### src/fpes_pkg.sv
// Constants, register map and types for the flash program/erase sequencer.
// Assumes an AHB-Lite slave front end with 32-bit data and a 200 MHz clock.
`default_nettype none
package fpes_pkg;
  // ==========================================================
  // Register map (byte addresses, chosen)
  localparam logic [7:0] CTRL_ADDR   = 8'h00;
  localparam logic [7:0] KEY_ADDR    = 8'h04;
  localparam logic [7:0] ADDRU_ADDR  = 8'h08;
  localparam logic [7:0] ADDRL_ADDR  = 8'h0c;
  // ==========================================================
  // Control field positions
  localparam int START_BIT  = 15;
  localparam int PROG_ENABLE_BIT   = 14;
  localparam int ERR_BIT    = 13;
  localparam int IDLE_BIT   = 12;
  localparam logic [15:0] CTRL_RST = 16'h0000;
  // ==========================================================
  // Unlock keys
  localparam logic [7:0] KEY_FIRST  = 8'h55;
  localparam logic [7:0] KEY_SECOND = 8'haa;
  // ==========================================================
  // Operation codes
  typedef enum logic [3:0] {
    OP_DWORD = 4'h1,
    OP_ROW   = 4'h2,
    OP_PAGE  = 4'h3,
    OP_UNUSED= 4'h4,
    OP_CHIP  = 4'he
  } fpes_op_t;
  // ==========================================================
  // Self-timed durations in microseconds, and cycles at 200 MHz
  localparam int CLK_MHZ      = 200;
  localparam int T_DWORD_US   = 20;
  localparam int T_ROW_US     = 1500;
  localparam int T_PAGE_US    = 20000;
  localparam int T_CHIP_US    = 40000;
  localparam int CYC_DWORD    = T_DWORD_US * CLK_MHZ;
  localparam int CYC_ROW      = T_ROW_US * CLK_MHZ;
  localparam int CYC_PAGE     = T_PAGE_US * CLK_MHZ;
  localparam int CYC_CHIP     = T_CHIP_US * CLK_MHZ;
  localparam int ROW_INSTR    = 128;
  localparam int BLOCK_INSTR  = 1024;
  // ==========================================================
  // Key tracker and sequencer states
  typedef enum logic [1:0] {
    KEY_IDLE = 2'b00,
    KEY_HALF = 2'b01,
    KEY_OPEN = 2'b10
  } fpes_key_t;
  typedef enum logic [1:0] {
    SEQ_IDLE = 2'b00,
    SEQ_BUSY = 2'b01,
    SEQ_DONE = 2'b10
  } fpes_seq_t;
endpackage
`default_nettype wire

### src/fpes_key_guard.sv
// Unlock key tracker: opens for exactly one write after 55h then AAh.
// Assumes write strobes are one-cycle pulses from the bus slave.
`default_nettype none
module fpes_key_guard
  import fpes_pkg::*;
(
  // Clock and reset
  input  wire logic       clk,
  input  wire logic       resetn,
  input  wire logic       clkEn,
  // Bus events
  input  wire logic       keyWr,
  input  wire logic [7:0] keyData,
  input  wire logic       anyWr,
  // Result
  output logic            unlocked
);
  typedef struct packed {
    fpes_key_t st;
  } fpes_kg_t;
  fpes_kg_t s_q, s_d;

  // ==========================================================
  // Any other write closes the window, so the keys must be immediate.
  always_comb begin
    s_d = s_q;
    if (keyWr) begin
      if (keyData == KEY_FIRST) begin
        s_d.st = KEY_HALF;
      end else if (keyData == KEY_SECOND && s_q.st == KEY_HALF) begin
        s_d.st = KEY_OPEN;
      end else begin
        s_d.st = KEY_IDLE;
      end
    end else if (anyWr) begin
      s_d.st = KEY_IDLE;
    end
  end

  always_ff @(posedge clk or negedge resetn) begin
    if (!resetn) begin
      s_q <= '{st: KEY_IDLE};
    end else if (clkEn) begin
      s_q <= s_d;
    end
  end

  assign unlocked = (s_q.st == KEY_OPEN);
endmodule
`default_nettype wire

### src/fpes_timer.sv
// Self-timed operation counter; loads a length and pulses done once the count reaches one.
// Assumes load is a one-cycle pulse while not busy.
`default_nettype none
module fpes_timer #(
  parameter int W = 24
) (
  // Clock and reset
  input  wire logic         clk,
  input  wire logic         resetn,
  input  wire logic         clkEn,
  // Control
  input  wire logic         load,
  input  wire logic [W-1:0] len,
  input  wire logic         abort,
  // Status
  output logic              busy,
  output logic              done
);
  typedef struct packed {
    logic [W-1:0] cnt;
    logic         busy;
    logic         done;
  } fpes_tm_t;
  fpes_tm_t s_q, s_d;

  always_comb begin
    s_d = s_q;
    s_d.done = 1'b0;
    if (load) begin
      s_d.cnt  = len;
      s_d.busy = 1'b1;
    end else if (s_q.busy) begin
      if (abort) begin
        s_d.busy = 1'b0;
      end else if (s_q.cnt <= W'(1)) begin
        s_d.busy = 1'b0;
        s_d.done = 1'b1;
      end else begin
        s_d.cnt = s_q.cnt - W'(1);
      end
    end
  end

  always_ff @(posedge clk or negedge resetn) begin
    if (!resetn) begin
      s_q <= '0;
    end else if (clkEn) begin
      s_q <= s_d;
    end
  end

  assign busy = s_q.busy;
  assign done = s_q.done;
endmodule
`default_nettype wire

### src/fpes_top.sv
// Flash program/erase sequencer with an AHB-Lite register slave.
// Assumes resetn is the power-on reset; sysResetn carries all other resets.
// The flash array answers only through flashAbort; operation lengths are self-timed here.
//
// Local design decisions: the register addresses and the AHB-Lite register port.
`default_nettype none
module fpes_top
  import fpes_pkg::*;
#(
  parameter int TW        = 24,
  parameter int CYC_DW_P  = CYC_DWORD,
  parameter int CYC_ROW_P = CYC_ROW,
  parameter int CYC_PG_P  = CYC_PAGE,
  parameter int CYC_CH_P  = CYC_CHIP
) (
  // Clock, resets, enable
  input  wire logic        clk,
  input  wire logic        resetn,
  input  wire logic        sysResetn,
  input  wire logic        clkEn,
  // AHB-Lite slave
  input  wire logic        hsel,
  input  wire logic [7:0]  haddr,
  input  wire logic [1:0]  htrans,
  input  wire logic        hwrite,
  input  wire logic [2:0]  hsize,
  input  wire logic [31:0] hwdata,
  input  wire logic        hready,
  output logic [31:0]      hrdata,
  output logic             hreadyout,
  output logic             hresp,
  // Core power state and flash termination
  input  wire logic        idleMode,
  input  wire logic        flashAbort,
  // Flash array and CPU
  output logic             cpuStall,
  output logic             flashOpValid,
  output logic [3:0]       flashOpCode,
  output logic [23:0]      flashAddr,
  output logic             flashUseAddr,
  output logic             flashPowerOff,
  output logic             flashStandby
);
  // ==========================================================
  // State
  typedef struct packed {
    logic        aWr;
    logic [7:0]  aAddr;
    logic        start;
    logic        prog_enable;
    logic        err;
    logic        idlePwr;
    logic [3:0]  opSel;
    logic [7:0]  addrU;
    logic [15:0] addrL;
    fpes_seq_t   seq;
    logic [31:0] rdata;
    logic        stall;
    logic        opValid;
    logic [3:0]  opCode;
    logic [23:0] fAddr;
    logic        useAddr;
    logic        pwrOff;
    logic        stby;
  } fpes_st_t;
  fpes_st_t s_q, s_d;

  logic          unlocked;
  logic          tBusy;
  logic          tDone;
  logic          tLoad;
  logic [TW-1:0] tLen;
  logic          wrPhase;
  logic          keyWr;

  // ==========================================================
  // Helpers
  function automatic logic op_valid(input logic [3:0] op);
    return op == OP_DWORD || op == OP_ROW || op == OP_PAGE || op == OP_CHIP;
  endfunction

  function automatic logic [TW-1:0] op_len(input logic [3:0] op);
    logic [TW-1:0] l;
    l = TW'(CYC_DW_P);
    unique case (op)
      OP_ROW:  l = TW'(CYC_ROW_P);
      OP_PAGE: l = TW'(CYC_PG_P);
      OP_CHIP: l = TW'(CYC_CH_P);
      default: l = TW'(CYC_DW_P);
    endcase
    return l;
  endfunction

  function automatic logic [31:0] ctrl_word(input fpes_st_t s);
    logic [31:0] w;
    w = 32'h0000_0000;
    w[START_BIT] = s.start;
    w[PROG_ENABLE_BIT]  = s.prog_enable;
    w[ERR_BIT]   = s.err;
    w[IDLE_BIT]  = s.idlePwr;
    w[3:0]       = s.opSel;
    return w;
  endfunction

  assign wrPhase = s_q.aWr;
  assign keyWr   = wrPhase && s_q.aAddr == KEY_ADDR;

  // ==========================================================
  // Sub-blocks
  fpes_key_guard u_key (
    .clk      (clk),
    .resetn   (resetn),
    .clkEn    (clkEn),
    .keyWr    (keyWr),
    .keyData  (hwdata[7:0]),
    .anyWr    (wrPhase),
    .unlocked (unlocked)
  );

  fpes_timer #(.W(TW)) u_tm (
    .clk    (clk),
    .resetn (resetn),
    .clkEn  (clkEn),
    .load   (tLoad),
    .len    (tLen),
    .abort  (flashAbort),
    .busy   (tBusy),
    .done   (tDone)
  );

  assign tLen = op_len(s_q.opSel);

  // ==========================================================
  // Next state
  always_comb begin
    s_d   = s_q;
    tLoad = 1'b0;
    s_d.aWr   = 1'b0;
    if (hsel && hready && htrans[1]) begin
      s_d.aWr   = hwrite;
      s_d.aAddr = haddr;
    end

    if (wrPhase) begin
      unique case (s_q.aAddr)
        CTRL_ADDR: begin
          s_d.prog_enable    = hwdata[PROG_ENABLE_BIT];
          s_d.idlePwr = hwdata[IDLE_BIT];
          if (s_q.seq == SEQ_IDLE) begin
            s_d.opSel = hwdata[3:0];
          end
          // Software cannot clear the start bit; only hardware does.
          if (hwdata[START_BIT] && s_q.seq == SEQ_IDLE) begin
            // Error flag is evaluated on every start attempt made while the sequencer is idle.
            if (unlocked && s_q.prog_enable && op_valid(s_q.opSel)) begin
              s_d.err   = 1'b0;
              s_d.start = 1'b1;
              s_d.seq   = SEQ_BUSY;
              s_d.stall = 1'b1;
              tLoad     = 1'b1;
              s_d.opValid = 1'b1;
              s_d.opCode  = s_q.opSel;
              s_d.fAddr   = {s_q.addrU, s_q.addrL};
              s_d.useAddr = s_q.opSel != OP_CHIP;
            end else begin
              s_d.err = 1'b1;
            end
          end
        end
        ADDRU_ADDR: begin
          if (s_q.seq == SEQ_IDLE) s_d.addrU = hwdata[7:0];
        end
        ADDRL_ADDR: begin
          if (s_q.seq == SEQ_IDLE) s_d.addrL = hwdata[15:0];
        end
        default: begin
        end
      endcase
    end

    if (s_q.seq == SEQ_BUSY) begin
      s_d.opValid = 1'b0;
      if (tDone || (!tBusy && !s_q.opValid)) begin
        // Abort leaves the timer idle without a done pulse.
        if (!tDone) s_d.err = 1'b1;
        s_d.seq = SEQ_DONE;
      end
    end else if (s_q.seq == SEQ_DONE) begin
      s_d.start = 1'b0;
      s_d.stall = 1'b0;
      s_d.seq   = SEQ_IDLE;
    end

    // Read data are taken from the next state, so a read whose address phase
    // shares an edge with a write's data phase already sees that write.
    if (hsel && hready && htrans[1]) begin
      unique case (haddr)
        CTRL_ADDR:  s_d.rdata = ctrl_word(s_d);
        ADDRU_ADDR: s_d.rdata = {24'h000000, s_d.addrU};
        ADDRL_ADDR: s_d.rdata = {16'h0000, s_d.addrL};
        default:    s_d.rdata = 32'h0000_0000;
      endcase
    end

    // Power-off needs an idle sequencer in the previous cycle, so it can overlap the first cycle of a launch.
    s_d.pwrOff = idleMode && s_q.idlePwr && s_q.seq == SEQ_IDLE;
    s_d.stby   = idleMode && !(s_q.idlePwr && s_q.seq == SEQ_IDLE);
  end

  // ==========================================================
  // Registers. Control bits follow the power-on reset only; the
  // system reset merely drops an in-flight bus access.
  always_ff @(posedge clk or negedge resetn) begin
    if (!resetn) begin
      s_q <= '0;
    end else if (clkEn) begin
      s_q <= s_d;
      if (!sysResetn) begin
        s_q.aWr <= 1'b0;
      end
    end
  end

  // ==========================================================
  // Outputs
  always_comb begin
    hrdata        = s_q.rdata;
    hreadyout     = 1'b1;
    hresp         = 1'b0;
    cpuStall      = s_q.stall;
    flashOpValid  = s_q.opValid;
    flashOpCode   = s_q.opCode;
    flashAddr     = s_q.fAddr;
    flashUseAddr  = s_q.useAddr;
    flashPowerOff = s_q.pwrOff;
    flashStandby  = s_q.stby;
  end

  logic unusedBits;
  assign unusedBits = ^{hsize, hwdata[31:16], hwdata[11:4]};
endmodule
`default_nettype wire

### config.mk
export PLATFORM = sky130hd
export DESIGN_NAME = fpes_top
export DESIGN_NICKNAME = d
export VERILOG_FILES = /design/src/fpes_pkg.sv /design/src/fpes_key_guard.sv /design/src/fpes_timer.sv /design/src/fpes_top.sv
export SDC_FILE = /design/constraint.sdc
export NUM_CORES = 1
export LEC_CHECK = 0
export BUFFER_PORTS_ARGS = -buffer_cell sky130_fd_sc_hd__buf_2
export CORE_UTILIZATION = 35
export DETAILED_ROUTE_END_ITERATION = 8
export PLACE_DENSITY = 0.54
export SLEW_MARGIN = 20
export SYNTH_ARGS = -nofsm -noshare
export SYNTH_HDL_FRONTEND = slang
export SYNTH_SLANG_ARGS = --single-unit
### constraint.sdc
create_clock -name clk -period 5.9 [get_ports clk]
set_input_delay 0.885 -clock clk [delete_from_list [all_inputs] [get_ports clk]]
set_output_delay 0.885 -clock clk [all_outputs]
set_load 0.02 [all_outputs]
# Yosys cells after proc, flatten, opt, wreduce, memory -nomap -nowiden
# Cells that the tools add are included.
# totals
regBits,136
out_inout_bits,67
elab_cells,124
# classes
add_sub_neg,1
n_lt_le_gt_ge,1
n_eq_ne,18
n_mux,49
reduce_logical,33
# ops
op,count
31-bit two-way mux,4
23-bit one-hot mux with 3 select lines,1
24-bit two-way mux,2
16-bit one-hot mux with 3 select lines,1
34-bit two-way mux,1
"8-bit by 4-bit equality test with 1-bit output, second input constant",4
16-bit two-way mux,2
26-bit two-way mux,1
25-bit two-way mux,1
"24-bit by 1-bit <= comparator with 1-bit output, second input constant",1
8-bit two-way mux,3
"24-bit by 1-bit subtractor with 24-bit output, second input constant",1
2-bit two-way mux,11
1-bit two-way mux,20
8-bit zero test,2
1-bit logical AND,12
2-bit nonzero test,6
5-bit AND reduction,2
9-bit two-way mux,1
"4-bit by 2-bit equality test with 1-bit output, second input constant",2
"8-bit by 3-bit equality test with 1-bit output, second input constant",1
"8-bit by 7-bit equality test with 1-bit output, second input constant",1
"8-bit equality test, second input constant",1
"2-bit by 1-bit equality test with 1-bit output, second input constant",2
12 further kinds,19

# Depth between registers and ports, before layout
# Gate-level depths: netlist of run 1.
# depth
ltp_word,13
ltp_mapped,9
ltp_nobuf,8

# Cells and area by module
# Synthesis of run 1 repeated with hierarchy kept, for this count alone.
# hier_totals
hier_cells,632
area_unflattened_um2,6667.6
# modules_own_cells
module,instances,cells_per_inst,area_per_inst_um2,seq_area_each_um2
fpes_top,1,408,4703.3,2302.2
fpes_timer,1,209,1820.5,650.6
fpes_key_guard,1,15,143.9,50.0

# Worst setup path before layout of run 1
# Ideal clock, no wire load.
# synth_timing
path_type,input to register
from,in clkEn
to,reg s_q[73] in the netlist's numbering
arrival_ns,2.544
slack_ns,3.232
path_stages,7
cell_sequence,clkbuf_1 inv_1 clkbuf_1 or3_1 clkbuf_1 clkbuf_1 mux2_2
# synth_rtl
item,line,source
"start, declared",fpes_top.sv:20,"input wire logic clkEn,"
"end, declared",fpes_top.sv:66,"fpes_st_t s_q, s_d;"

# Worst setup path in the final report of run 1
# layout_timing
from,reg s_q[65] in the netlist's numbering
to,reg s_q (netlist bit flashAddr[22])
# layout_via
elab_chain_len,3
# layout_lines
item,line,source
2-bit zero test,fpes_top.sv:153,if (hwdata[START_BIT] && s_q.seq == SEQ_IDLE) begin
1-bit logical AND,fpes_top.sv:153,
5-bit AND reduction (no source line),n/a,
# No other way between the ends.
# A chain may end at the register's enable or synchronous reset.

==> impl_metrics.toml, run 1 <==
[clock_tree]
cts_resized = 0
clk_pin_slew_ns = 0.06
cts_max_level = 4
cts_setup_buffers = 0
clock_sinks = 120
numCtsBuffers = 17
cts_buffer_depth = 2
cts_tree = "yes"
cts_hold_buf = 0
clk_latency_ns = 0.42
clock-root-buffer = "clkbuf_16"

[critical_path]
cp_cell_sequence = "nor2_1 -> nand4_1 -> nor4_2 -> nand2_1 -> buf_4 -> nand2_1 -> nand2_1"
startpoint_type = "flip-flop"
path_class = "flip-flop to flip-flop"
cp_slowest_cell = "nor4_2"
path_delay_family = "simple AND/OR/NAND/NOR gates"
critPathMostFrequentCell = "nand2_1"
rrSetupSlack_ns = 2.79
cp_slowest_stage_delay_ns = 0.72
cp.required_ns = 6.21
worstSetupEndpointType = "flip-flop"
crit_fanout = 24
arrival_ns = 3.42
cp_num_buf_inv = 1

[power_and_ir_drop]
switching_share_pct = 26.7
internal_power_uw = 1510
seqPwrFrac_pct = 43.5
p_sw_uw = 552
pwr-share-comb_pct = 8.7
clkPwrFrac_pct = 47.8
power.total_uw = 2060
leakage_uw = 0.00354
powerDensity_mw_per_mm2 = 289
irDropWorstVdd_v = 0.000272

[grt]
grt_pass1_wl_um = 25200
antenna_found_initial = 0
grt_pass1_vias = 4752
grt_max_degree = 68
grt_overflow = 0
grtUsageTotal_pct = 17.9

[run]
drv_cap = 0

[floorplanning]
fp.coreArea_mm2 = 0.0175
num_rows = 48
die-height_um = 137
io_pins = 121
initial_core_util_pct = 36.3
fp.dieW_um = 137
die_area_mm2 = 0.0186

[detailed_routing]
wl_per_cell_um = 17.0
ant_nets = 0
drc = 0
routed_wl_um = 15700
via_per_inst = 5.25
first_iter_violations = 309
first_pass_iters = 5
vias = 4844

[timing]
finalClockSkew_ns = 0.0106
final.min_clock_period_ns = 3.11
maxSlewViolCount = 0
fin_setup_tns_ns = 0
hold_ws_ns = 0.461
period_share_pct = 52.8
finalHoldViolCount = 0
rsz0062_at_grt = "false"
worstMarginPinSlew_ns = 0.879
max_slew_margin_pct = 40.9
fmax_mhz = 321
setup_viol = 0

[logic_synthesis]
ys_types = 56
synth_area_leaders = "dfrtp_1 47%, buf_4 7.3%, nand2_1 7.3%, mux2_2 7.3%, mux2i_1 4.1%"
async_reset_ff_share_pct = 100
yosys.area.top_type = "dfrtp_1"
synth.most_common_cell = "nand2_1"
ys_top_cells_by_count = "123 x nand2_1, 120 x dfrtp_1, 62 x buf_4"
postSynthCellCount = 649
synth_edf_count = 0
yosys_register_bits = 120
synth_top_flop_cell = "dfrtp_1"
syn_avg_cell_area_um2 = 9.76
syn-cell-area_mm2 = 0.00634
yosysWarnings = 0
ys_seq_area_share_pct = 47.4
synth_top_area_share_pct = 47.4

[finish]
layout.nets = 741
drive_above_1_share_pct = 25.5
area_delta_synth_final_pct = 12.7
diodes = 0

[placed_design]
place_hpwl_um = 11100
numPortBuffers = 82
routabilityCongestion = 0.860

[min_path]
hold_class = "flip-flop to flip-flop"

[status]
status = "completed"
-- power groups by stage --
stage / registers, uW / logic (uW) / clock network (uW)
floorplan: 900 / 128 / 0
global placement: 909 / 177 / 0
detailed placement: 910 / 181 / 0
CTS: 896 / 181 / 1010
global route: 902 / 203 / 1050
finish: 897 / 180 / 986
-- logic make-up after synthesis --
| kind of cell | after synthesis | synth area share [%] |
|---|---|---|
| fa+ha+maj | 2 | 0.395 |
| other cells | 2 | 0.119 |
| simple gates | 256 | 20.2 |
| mux | 67 | 11.4 |
| xor+xnor | 6 | 0.829 |
| buf+inv | 94 | 9.32 |
| compound gates | 102 | 10.4 |
| flops | 120 | 47.4 |
-- registers in the layout (all words and copies together) (netlist names), 2 cells and up --
signal and count:
s_q 42, flashAddr 24, u_tm.s_q 24, hrdata 16
flashOpCode 4, u_key.s_q 2
-- worst paths after layout --
check	cells past startpoint	endpoint	start
setup / recovery	7	flashAddr[22]	s_q[65]
hold / removal	2	flashAddr[21]	flashAddr[21]
setup reg to reg	7	flashAddr[22]	s_q[65]
hold reg to reg	2	flashAddr[21]	flashAddr[21]
max in group asynchronous	2	flashAddr[2]	resetn
min in group asynchronous	1	flashAddr[19]	resetn
-- worst register-to-register path: cells and delay by family, from the launching register on --
kind / cells / cell delay (ns)
buffers and inverters: 1 / 0.36
and+or+nand+nor: 6 / 2.20
DFF: 1 / 0.44
-- final cells by class --
type,instances,area [um2]
multi-input cells,451,2810
well taps,225,282
clock buffers,18,439
repair buffers,88,458
fillers,1713,10300
flip-flops and latches,120,3000
clock inverters,14,124
inverters,7,26.3
-- layout by cell type, fill, tap and decap left out, types with 4 or more instances in the layout --
| master | instances |
|---|---|
| conb_1 | 18 |
| nand4_1 | 5 |
| clkinvlp_4 | 4 |
| o22ai_1 | 8 |
| xor2_1 | 5 |
| o21ai_0 | 35 |
| clkbuf_16 | 17 |
| clkinv_2 | 4 |
| o211ai_1 | 5 |
| mux2i_1 | 26 |
| o21a_1 | 5 |
| buf_2 | 81 |
| nand3_1 | 13 |
| nand2_1 | 123 |
| nor2_1 | 36 |
| buf_4 | 7 |
| inv_1 | 7 |
| or3_1 | 8 |
| mux2_2 | 41 |
| nand4b_1 | 4 |
| a21oi_1 | 17 |
| a31oi_1 | 5 |
| a22o_1 | 6 |
| nor4_1 | 10 |
| or4_1 | 5 |
| nor3_1 | 17 |
| or2_2 | 6 |
| dfrtp_1 | 120 |
| a221o_1 | 5 |
-- through the flow --
step / utilization (%) / worst slack (ns) / instances / area (um2)
floorplan: - / 3.23 / 665 / 6400
global placement: 37.6 / 2.57 / 891 / 6570
detailed placement: 37.7 / 2.46 / 891 / 6580
CTS: 40.9 / 2.79 / 923 / 7140
global route: 40.9 / 2.52 / 923 / 7140
finish: 40.9 / 2.79 / 923 / 7140
-- routing by layer --
layer	track usage (%)	vias up	share of wire (%)
met1	23.9	2362	45
met3	4.00	26	5.5
li1	-	2283	-
met4	8.09	0	2.5
met5	0	-	0
met2	27.6	173	47
Power figures use the tool's default switching activity.
==> run 2, diff against run 1 <==
PLACE_DENSITY = 0.56   (was 0.54)
clock period = 2.57 ns   (was 5.9 ns; I/O delays follow)
==> run 2 against run 1 <==
Die area unchanged. Combinational power grew to 2.6 times the previous value. Register-to-register slack lost 2.6 ns. First-iteration DRC count is 10% lower. Via count increased by 3.1%. Non-clock buffer count up 29. Clock power increased to 2.5 times the previous value. Worst setup slack got worse by 2.6 ns. Power up 140%. Largest cell class unchanged.
==> impl_metrics.toml, run 2 (synthesis results as in run 1) <==
[power_and_ir_drop]
irDropWorstVdd_v = 0.000609
powerDensity_mw_per_mm2 = 673
power.total_uw = 5010
leakage_uw = 0.00372

[detailed_routing]
wl_per_cell_um = 17.2
drc = 0
ant_nets = 0
vias = 4996
first_iter_violations = 277
routed_wl_um = 16400
via_per_inst = 5.25
first_pass_iters = 5

[finish]
layout_common_cells = "123 x nand2_1, 120 x dfrtp_1, 81 x buf_2"
area_delta_synth_final_pct = 17.4
nFillCells = 1707
regArea_mm2 = 0.00300
final-instance-count-excl-fill = 952
diodes = 0
largest_reg_flops = 42
final_common_cell = "nand2_1"
drive_above_1_share_pct = 28.5
largest-register = "s_q"
layout.nets = 770
multiInputGateArea_mm2 = 0.00280

[placed_design]
place_hpwl_um = 11600
place_ws_ns = 0.192
routabilityCongestion = 0.899
numPortBuffers = 82
placed_cells = 920

[clock_tree]
cts_buffer_depth = 2
cts_max_level = 4
clk_pin_slew_ns = 0.06
clock-root-buffer = "clkbuf_16"
cts_hold_buf = 0
cts_resized = 0
clk_latency_ns = 0.42
cts_tree = "yes"
cts_setup_buffers = 0
clock_sinks = 120
numCtsBuffers = 17

[timing]
max_slew_margin_pct = 55.1
fin_ws_ns = 0.175
hold_ws_ns = 0.00821
finalClockSkew_ns = 0.0116
fmax_mhz = 418
fin_setup_tns_ns = 0
setup_viol = 0
finalHoldViolCount = 0
rsz0062_at_grt = "false"
final.min_clock_period_ns = 2.39
worstMarginPinSlew_ns = 0.673
period_share_pct = 93.2
maxSlewViolCount = 0

[grt]
grtUsageTotal_pct = 18.9
grt_overflow = 0
grt_max_degree = 61
antenna_found_initial = 1
grt_pass1_vias = 5022
grt_pass1_wl_um = 26500

[floorplanning]
fp.dieW_um = 137
die-height_um = 137
io_pins = 121
initial_core_util_pct = 36.3
die_area_mm2 = 0.0186
num_rows = 48
fp.coreArea_mm2 = 0.0175

[critical_path]
path_delay_family = "simple AND/OR/NAND/NOR gates"
cp_num_buf_inv = 1
worst-path-stages = 6
crit_fanout = 9
r2r_end = "hrdata[2]"
ff2ff_path_depth = 6
arrival_ns = 2.70
startpoint_type = "flip-flop"
cp_cell_sequence = "nor2_1 -> nand4_1 -> nor3b_1 -> buf_4 -> mux2_2 -> a221o_1"
worstSetupEndpointType = "flip-flop"
r2r_start = "s_q[66]"
path_class = "flip-flop to flip-flop"
rrSetupSlack_ns = 0.18
cp.required_ns = 2.87
cp_slowest_stage_delay_ns = 0.44
cp_slowest_cell = "nor2_1"

[status]
status = "completed"

[min_path]
hold_class = "input pin to asynchronous set/reset pin"

[run]
drv_cap = 0
run 2: changes by cell type in the layout (fill, tap and decap cells not counted), moves of 2 or more:
cell        change
buf_12          +3
bufinv_16       +2
inv_6           +2
clkinvlp_4      -3
clkinv_2        -2
buf_4          +26
run 2: power breakdown:
part,internal (uW),leakage [uW],switching (uW)
Clock,1550,0.000301,944
Sequential,1970,0.00161,86.4
Combinational,175,0.00181,288
Total,3690,0.00372,1320
run 2: worst max-delay path by stage:
stage              from        end  slack [ns]
2_1_floorplan  s_q[100]  hrdata[0]        0.36
3_3_place_gp   haddr[5]  hrdata[1]        0.24
3_5_place_dp    s_q[66]  hrdata[0]        0.19
4_1_cts         s_q[66]  hrdata[0]        0.19
5_1_grt         s_q[66]  hrdata[2]        0.01
6_report        s_q[66]  hrdata[2]        0.18
run 2: area by class of cell:
class                   count  share of cell area [%]
repair buffers            117                    9.58
well taps                 225                    3.78
flip-flops and latches    120                    40.4
inverters                   7                   0.353
clock buffers              17                    5.72
multi-input cells         451                    37.7
clock inverters            15                    2.54
run 2: stage by stage:
stage	area (um2)	util, %
4_1_cts	7440	42.6
3_5_place_dp	6830	39.1
2_1_floorplan	6400	-
3_3_place_gp	6830	39.1
5_1_grt	7440	42.6
6_report	7440	42.6
run 2: per-layer routing:
| layer | vias up | share of wire (%) | routed length (um) | global-route usage (%) |
|---|---|---|---|---|
| met4 | 2 | 2.2 | 359 | 7.35 |
| met2 | 169 | 47 | 7780 | 29.8 |
| li1 | 2352 | - | - | - |
| met5 | - | 0.049 | 8 | 0 |
| met3 | 26 | 5.9 | 974 | 5.15 |
| met1 | 2447 | 44 | 7280 | 24.6 |
